### config.mk
export PLATFORM = sky130hd
export DESIGN_NAME = mcr_frame_flat
export DESIGN_NICKNAME = d
export VERILOG_FILES = /design/src/hdl/mcr_pkg.sv /design/src/hdl/mcr_link_if.sv /design/src/hdl/mcr_frame.sv /design/src/flat_wrapper.sv
export SDC_FILE = /design/constraint.sdc
export NUM_CORES = 1
export LEC_CHECK = 0
export BUFFER_PORTS_ARGS = -buffer_cell sky130_fd_sc_hd__buf_4
export CAP_MARGIN = 25
export CORE_MARGIN = 2
export CORE_UTILIZATION = 45
export DETAILED_ROUTE_END_ITERATION = 10
export PLACE_DENSITY = 0.64
export SYNTH_ARGS = -nofsm -noshare
export SYNTH_HDL_FRONTEND = slang
export SYNTH_SLANG_ARGS = --single-unit
### constraint.sdc
create_clock -name mclk_i -period 6.9 [get_ports mclk_i]
set_clock_uncertainty 0.2 [all_clocks]
set_input_delay 0.69 -clock mclk_i [delete_from_list [all_inputs] [get_ports mclk_i]]
set_output_delay 0.69 -clock mclk_i [all_outputs]
set_load 0.05 [all_outputs]
### src/hdl/mcr_pkg.sv
// Purpose: Shared constants for the matrix card identification and relay load link
// Assumes: One clock domain, mclk_i at 200 MHz
// Notes:   Relay chain is twelve eight-bit driver stages
package mcr_pkg;
  localparam int          NUM_STAGES   = 12;
  localparam int          STAGE_BITS   = 8;
  localparam int          CHAIN_BITS   = NUM_STAGES * STAGE_BITS;
  localparam int          ROM_DEPTH    = 16;
  localparam int          ADDR_BITS    = 4;
  localparam int          CLK_PERIOD_NS = 5;
  // Settle time of the power-up guard, in ns
  localparam int          GUARD_NS     = 1000;
  localparam int          GUARD_CYCLES = GUARD_NS / CLK_PERIOD_NS;
  localparam int          GUARD_BITS   = 8;
  // Link bit clock divider: half period in mclk cycles
  localparam int          LINK_HALF    = 2;
  localparam logic [3:0]  BIT_LAST     = 4'h7;
  localparam logic [7:0]  RESET_BYTE   = 8'h00;
  // Identification content; values are arbitrary
  localparam logic [7:0]  CARD_TYPE_ID = 8'h5A;
  localparam logic [7:0]  CARD_REV_ID  = 8'h01;
endpackage

### src/hdl/mcr_link_if.sv
`timescale 1ns/1ps
// Purpose: Backplane signals between mainframe and matrix card
// Assumes: Single clock; link_clk is a data-rate strobe sampled on mclk_i
// Notes:   Mainframe drives all lines except id_serial_out
interface mcr_link_if;
  logic card_select_n;
  logic id_address_clear;
  logic id_address_next_n;
  logic link_clk;
  logic id_serial_out;
  logic relay_data;
  logic relay_strobe;
  modport card  (input card_select_n, id_address_clear, id_address_next_n, link_clk,
                 relay_data, relay_strobe, output id_serial_out);
  modport frame (output card_select_n, id_address_clear, id_address_next_n, link_clk,
                 relay_data, relay_strobe, input id_serial_out);
endinterface

### src/hdl/mcr_frame.sv
`timescale 1ns/1ps
// Purpose: Mainframe end: reads card ID bytes, loads relay chain
// Assumes: Single clock; user words pass a two-entry buffer
// Notes:   Words of CHAIN_BITS are sent MSB first then strobed
module mcr_frame (
  input  wire logic                          mclk_i,
  input  wire logic                          sys_rst_i,
  mcr_link_if.frame                          link,
  input  wire logic                          id_start_i,
  input  wire logic [mcr_pkg::ADDR_BITS-1:0] id_count_i,
  output logic [7:0]                         id_byte_o,
  output logic                               id_valid_o,
  input  wire logic                          id_ready_i,
  input  wire logic [mcr_pkg::CHAIN_BITS-1:0] cfg_word_i,
  input  wire logic                          cfg_valid_i,
  output logic                               cfg_ready_o,
  output logic                               busy_o
);
  localparam int CB = mcr_pkg::CHAIN_BITS;
  typedef enum logic [2:0] {S_IDLE, S_CLR, S_ADV, S_BIT, S_HOLD, S_RLY, S_STB} mcr_state_e;

  mcr_state_e    st, next_st;
  logic [CB-1:0] buf_d [2];
  logic [CB-1:0] next_buf0, next_buf1;
  logic [1:0]    cnt, next_cnt;
  logic [CB-1:0] sh, next_sh;
  logic [6:0]    bits, next_bits;
  logic [3:0]    bytes, next_bytes;
  logic [7:0]    rx, next_rx;
  logic [7:0]    id_q, next_id_q;
  logic          idv, next_idv;
  logic [1:0]    div, next_div;
  logic          lclk, next_lclk, sel_n, next_sel_n, clr, next_clr, adv_n, next_adv_n;
  logic          pop;

  assign cfg_ready_o = (cnt != 2'h2);
  assign id_byte_o   = id_q;
  assign id_valid_o  = idv;
  assign busy_o      = (st != S_IDLE);
  assign link.link_clk          = lclk;
  assign link.card_select_n     = sel_n;
  assign link.id_address_clear  = clr;
  assign link.id_address_next_n = adv_n;
  assign link.relay_data        = sh[CB-1];
  assign link.relay_strobe      = (st == S_STB);
  assign pop = (st == S_IDLE) && (cnt != 2'h0) && !id_start_i;

  always_comb begin
    next_buf0 = buf_d[0];
    next_buf1 = buf_d[1];
    next_cnt  = cnt;
    if (pop) begin
      next_buf0 = buf_d[1];
      next_cnt  = cnt - 2'h1;
    end
    if (cfg_valid_i && cfg_ready_o) begin
      if (next_cnt == 2'h0) next_buf0 = cfg_word_i;
      else next_buf1 = cfg_word_i;
      next_cnt = next_cnt + 2'h1;
    end
  end

  always_comb begin
    next_st = st; next_sh = sh; next_bits = bits; next_bytes = bytes; next_rx = rx;
    next_id_q = id_q; next_idv = idv && !id_ready_i; next_div = div + 2'h1;
    next_lclk = lclk; next_sel_n = sel_n; next_clr = 1'b0; next_adv_n = 1'b1;
    case (st)
      S_IDLE: begin
        next_div = '0; next_lclk = 1'b0;
        if (id_start_i) begin
          next_sel_n = 1'b0; next_clr = 1'b1;
          next_bytes = id_count_i; next_st = S_CLR;
        end else if (pop) begin
          next_sh = buf_d[0]; next_bits = 7'(CB); next_st = S_RLY;
        end
      end
      S_CLR: next_st = S_ADV;
      S_ADV: begin
        if (bytes == 4'h0 || idv) begin
          if (bytes == 4'h0) begin next_sel_n = 1'b1; next_st = S_IDLE; end
        end else begin
          next_adv_n = 1'b0; next_bits = 7'h08; next_st = S_HOLD;
        end
      end
      S_HOLD: begin next_div = '0; next_st = S_BIT; end
      S_BIT: begin
        if (div == 2'(mcr_pkg::LINK_HALF - 1)) begin
          next_div = '0; next_lclk = ~lclk;
          if (!lclk) next_rx = {rx[6:0], link.id_serial_out};
          else if (bits == 7'h01) begin
            next_id_q = rx; next_idv = 1'b1; next_bytes = bytes - 4'h1; next_st = S_ADV;
          end else next_bits = bits - 7'h01;
        end
      end
      S_RLY: begin
        if (div == 2'(mcr_pkg::LINK_HALF - 1)) begin
          next_div = '0; next_lclk = ~lclk;
          if (lclk) begin
            next_sh = {sh[CB-2:0], 1'b0};
            if (bits == 7'h01) next_st = S_STB; else next_bits = bits - 7'h01;
          end
        end
      end
      S_STB: next_st = S_IDLE;
      default: next_st = S_IDLE;
    endcase
  end

  always_ff @(posedge mclk_i) begin
    if (sys_rst_i) begin
      st <= S_IDLE; buf_d[0] <= '0; buf_d[1] <= '0; cnt <= '0; sh <= '0; bits <= '0;
      bytes <= '0; rx <= '0; id_q <= '0; idv <= 1'b0; div <= '0; lclk <= 1'b0;
      sel_n <= 1'b1; clr <= 1'b0; adv_n <= 1'b1;
    end else begin
      st <= next_st; buf_d[0] <= next_buf0; buf_d[1] <= next_buf1; cnt <= next_cnt;
      sh <= next_sh; bits <= next_bits; bytes <= next_bytes; rx <= next_rx;
      id_q <= next_id_q; idv <= next_idv; div <= next_div; lclk <= next_lclk;
      sel_n <= next_sel_n; clr <= next_clr; adv_n <= next_adv_n;
    end
  end
endmodule

### src/flat_wrapper.sv
// flat-port wrapper written by rule: the top's interface ports become plain ports
module mcr_frame_flat 
  (mclk_i, sys_rst_i, id_start_i, id_count_i, id_byte_o, id_valid_o, id_ready_i, cfg_word_i, cfg_valid_i, cfg_ready_o, busy_o, link_card_select_n, link_id_address_clear, link_id_address_next_n, link_link_clk, link_relay_data, link_relay_strobe, link_id_serial_out);
  mcr_link_if link_i ();
  input  wire logic mclk_i;
  input  wire logic sys_rst_i;
  input  wire logic id_start_i;
  input  wire logic [mcr_pkg::ADDR_BITS-1:0] id_count_i;
  output logic [7:0] id_byte_o;
  output logic id_valid_o;
  input  wire logic id_ready_i;
  input  wire logic [mcr_pkg::CHAIN_BITS-1:0] cfg_word_i;
  input  wire logic cfg_valid_i;
  output logic cfg_ready_o;
  output logic busy_o;
  output wire logic [$bits(link_i.card_select_n)-1:0] link_card_select_n;
  output wire logic [$bits(link_i.id_address_clear)-1:0] link_id_address_clear;
  output wire logic [$bits(link_i.id_address_next_n)-1:0] link_id_address_next_n;
  output wire logic [$bits(link_i.link_clk)-1:0] link_link_clk;
  output wire logic [$bits(link_i.relay_data)-1:0] link_relay_data;
  output wire logic [$bits(link_i.relay_strobe)-1:0] link_relay_strobe;
  input wire logic [$bits(link_i.id_serial_out)-1:0] link_id_serial_out;
  assign link_card_select_n = link_i.card_select_n;
  assign link_id_address_clear = link_i.id_address_clear;
  assign link_id_address_next_n = link_i.id_address_next_n;
  assign link_link_clk = link_i.link_clk;
  assign link_relay_data = link_i.relay_data;
  assign link_relay_strobe = link_i.relay_strobe;
  assign link_i.id_serial_out = link_id_serial_out;
  mcr_frame u_core (.mclk_i(mclk_i), .sys_rst_i(sys_rst_i), .link(link_i), .id_start_i(id_start_i), .id_count_i(id_count_i), .id_byte_o(id_byte_o), .id_valid_o(id_valid_o), .id_ready_i(id_ready_i), .cfg_word_i(cfg_word_i), .cfg_valid_i(cfg_valid_i), .cfg_ready_o(cfg_ready_o), .busy_o(busy_o));
endmodule
==> flow_summary.yaml <==
routing:
  drc_errors: 0
  dr_total_vias: 11200
  drt_wl_total_um: 31700
  avgRoutedWirePerCell_um: 15.2
  postRouteAntennaNets: 0
  initialDrtViolationCount: 774
  vias_per_cell: 5.39
  first_pass_iters: 5
clock_tree:
  cts.clk_slew.worst_paths_ps: 60
  cts-resized-gates: 0
  post_cts_buffers: 0
  root_buffer: "clkbuf_16"
  cts_tree: "done"
  ctsHtreeMaxLevel: 2
  clock_latency_ps: 500
  cts_buffers: 36
  cts.sinks: 327
  clk_path_buf_depth: 3
  cts_hold_buf: 0
sta:
  setup_viol: 0
  rsz0062_at_grt: "no"
  max_slew.worst_pin.slew_ps: 1220
  whs_ps: 230
  final_hold_viol_count: 0
  max_freq_mhz: 258
  tns_ps: 0
  max_slew_margin: 0.189
  fin_crit_ps: 3870
  fin_crit_sh: 0.561
  drv_slew: 0
finish:
  seq_area_mm2: 0.00655
  final_util: 0.525
  drive_above_1_share: 0.141
  multi_input_area_mm2: 0.00657
  n_fill_cell: 2863
  area_delta_synth_final_pct: 15.7
  final_area_mm2: 0.0159
  diodes: 0
  nNetsFinal: 1777
floorplan:
  pin_count: 123
  die_area_mm2: 0.0320
  initial_core_util: 0.454
  die_w_um: 179
  dieHeight_um: 179
  placement_rows: 64
  core_area_mm2: 0.0303
setup_path:
  rrSetupSlack_ps: 3030
  crit_path_start: "u_core.st[2]"
  crit_path_max_fanout: 76
  rr_startpoint: "u_core.st[2]"
  crit_top_cell: "a21oi_1"
  r2r-end: "u_core.buf_d[0][164]"
  cp_data_arrival_time_ps: 4080
  start_kind: "flip-flop"
  critPathMaxStageDelay_ps: 770
  r2r_cells: 8
  critPathCapture: "u_core.buf_d[0][164]"
  critical_path.cell_chain: "nor4_2, nand2b_4, a21oi_1, ha_1, or2_4, buf_4, nand2_1, a21oi_1"
  worstPathRequired_ps: 7110
  critical_path.slowest_cell: "buf_4"
  criticalPathCategory: "reg -> reg"
  critPathCaptureType: "flip-flop"
power_and_ir_drop:
  p_seq_frac: 0.408
  p_total_mw: 7.13
  power_frac_comb: 0.327
  power_density_mw_per_mm2: 448
  power.switching_mw: 2.55
  p_sw_frac: 0.358
  ir_drop_mv: 0.202
  pwr-share-clk: 0.265
  intPower_mw: 4.58
  leakage_nw: 6.17
logic_synthesis:
  synthAdderAreaFrac: 0.00727
  synth_flop_cell: "dfxtp_1"
  yosysTopAreaCell: "dfxtp_1"
  synthSimpleGateAreaFrac: 0.198
  avgSynthCellArea_um2: 8.44
  synth_cell_types: 57
  seq_area_frac_synth: 0.475
  yosys_register_bits: 327
  synth.most_common_cell: "nand2_1"
  synth_nets: 1745
  synthXorXnorAreaFrac: 0.00191
  synthArstFlopShare: 0
  synth_compound_area_frac: 0.189
  syn-instance-count: 1631
  ys_top_cells_by_area: "dfxtp_1 48%, nand2_1 11%, mux2i_1 7.7%"
  synth_area_mm2: 0.0138
  synth_edf_count: 0
  netlist.area_leader.share: 0.475
  ys_top_cells_by_count: "413 x nand2_1, 327 x dfxtp_1, 220 x nor2_1"
  synth_top_family_by_area: "simple AND/OR/NAND/NOR gates"
  ys_warn_count: 0
  synth_mux_area_frac: 0.0771
placed_design:
  portBuffers: 122
  place_area_mm2: 0.0148
  globalplace.congestion: 0.795
  dp_hpwl_um: 17900
global_routing:
  grt_pass1_vias: 10600
  antenna_found_initial: 0
  grt_max_degree: 191
  grtUsageTotal: 0.198
  grt-ovfl-total: 0
  grt_pass1_wl_um: 52700
outcome:
  status: "complete, no violations"
flow_run:
  drv_cap: 0
hold_path:
  hp-class: "in -> reg"
[logic make-up (layout without fill, tap and decap cells)]
| logic type | after synthesis | after routing |
|---|---|---|
| compound gates | 349 | 349 |
| xor+xnor | 3 | 3 |
| fa+ha+maj | 8 | 8 |
| buf+inv | 157 | 212 |
| flops | 327 | 327 |
| mux | 106 | 106 |
| simple gates | 681 | 681 |
[routing by layer]
metal | vias to the layer above | wire [µm] | track usage
li1 | 5715 | - | -
met1 | 5255 | 15100 | 0.272
met2 | 211 | 14600 | 0.324
met3 | 49 | 1350 | 0.0295
met4 | 0 | 726 | 0.0542
met5 | - | 0 | 0
[final cells by class]
cell class / instances / area share
clock buffers: 53 / 0.0676
clock inverters: 8 / 0.00581
multi-input cells: 1147 / 0.413
inverters: 15 / 0.00354
repair buffers: 136 / 0.0682
well taps: 396 / 0.0311
flip-flops and latches: 327 / 0.411
[through the flow]
| stage | setup WS [ps] | std cells |
|---|---|---|
| final | 3030 | 2082 |
| after global routing | 2690 | 2082 |
| after CTS | 2970 | 2082 |
| after detailed placement | 2890 | 2021 |
| after global placement | 2650 | 2019 |
| after floorplan | 3740 | 1631 |
[registers in the layout, summed over array words and instances, names as in the netlist]
register and count:
u_core.link.id_address_next_n 1, u_core.div 2, u_core.rx 8, u_core.cnt 2, u_core.sh 96, u_core.id_byte_o 8, u_core.bits 7, u_core.id_valid_o 1
u_core.link.link_clk 1, u_core.buf_d 192, u_core.st 3, u_core.link.id_address_clear 1, u_core.bytes 4, u_core.link.card_select_n 1
[worst min path at each step]
stage / slack (ps) / cells past startpoint / end / from
after floorplan: 230 / 1 / u_core.div[0] / u_core.div[0]
after global placement: 240 / 2 / u_core.buf_d[0][166] / u_core.buf_d[0][166]
after detailed placement: 250 / 2 / u_core.id_byte_o[7] / u_core.rx[7]
after CTS: 210 / 3 / u_core.rx[0] / link_id_serial_out
after global routing: 230 / 3 / u_core.buf_d[0][117] / cfg_word_i[21]
final: 230 / 3 / u_core.rx[0] / link_id_serial_out
[power groups by stage]
stage | logic, mW | clock network, mW | registers (mW)
after global placement | 2.26 | 0 | 2.93
after detailed placement | 2.34 | 0 | 2.94
after floorplan | 1.86 | 0 | 2.85
after CTS | 2.36 | 1.94 | 2.91
after global routing | 2.64 | 2.02 | 2.99
final | 2.33 | 1.89 | 2.91
[layout by cell type, fill, tap and decap left out, drive strengths merged, types with 2 or more instances in the layout]
master	n
a2111oi	2
a211oi	99
a21oi	121
a311oi	96
buf	136
bufinv	2
clkbuf	53
clkinv	5
dfxtp	327
ha	8
inv	15
mux2i	106
nand2	413
nand2b	4
nand3	8
nor2	220
nor2b	3
nor3	7
nor3b	4
nor4	6
nor4b	2
o211ai	3
o21ai	13
o221ai	3
o22ai	2
or2	3
or3	4
or4	3
xnor2	2
[critical path, delay by kind of cell (launching register included)]
kind	cells	cell delay [ps]
and+or+nand+nor	4	1390
adders and majority gates	1	330
buffers and inverters	1	770
DFF	1	530
AOI/OAI and AO/OA	2	510
Power figures use the tool's default switching activity.
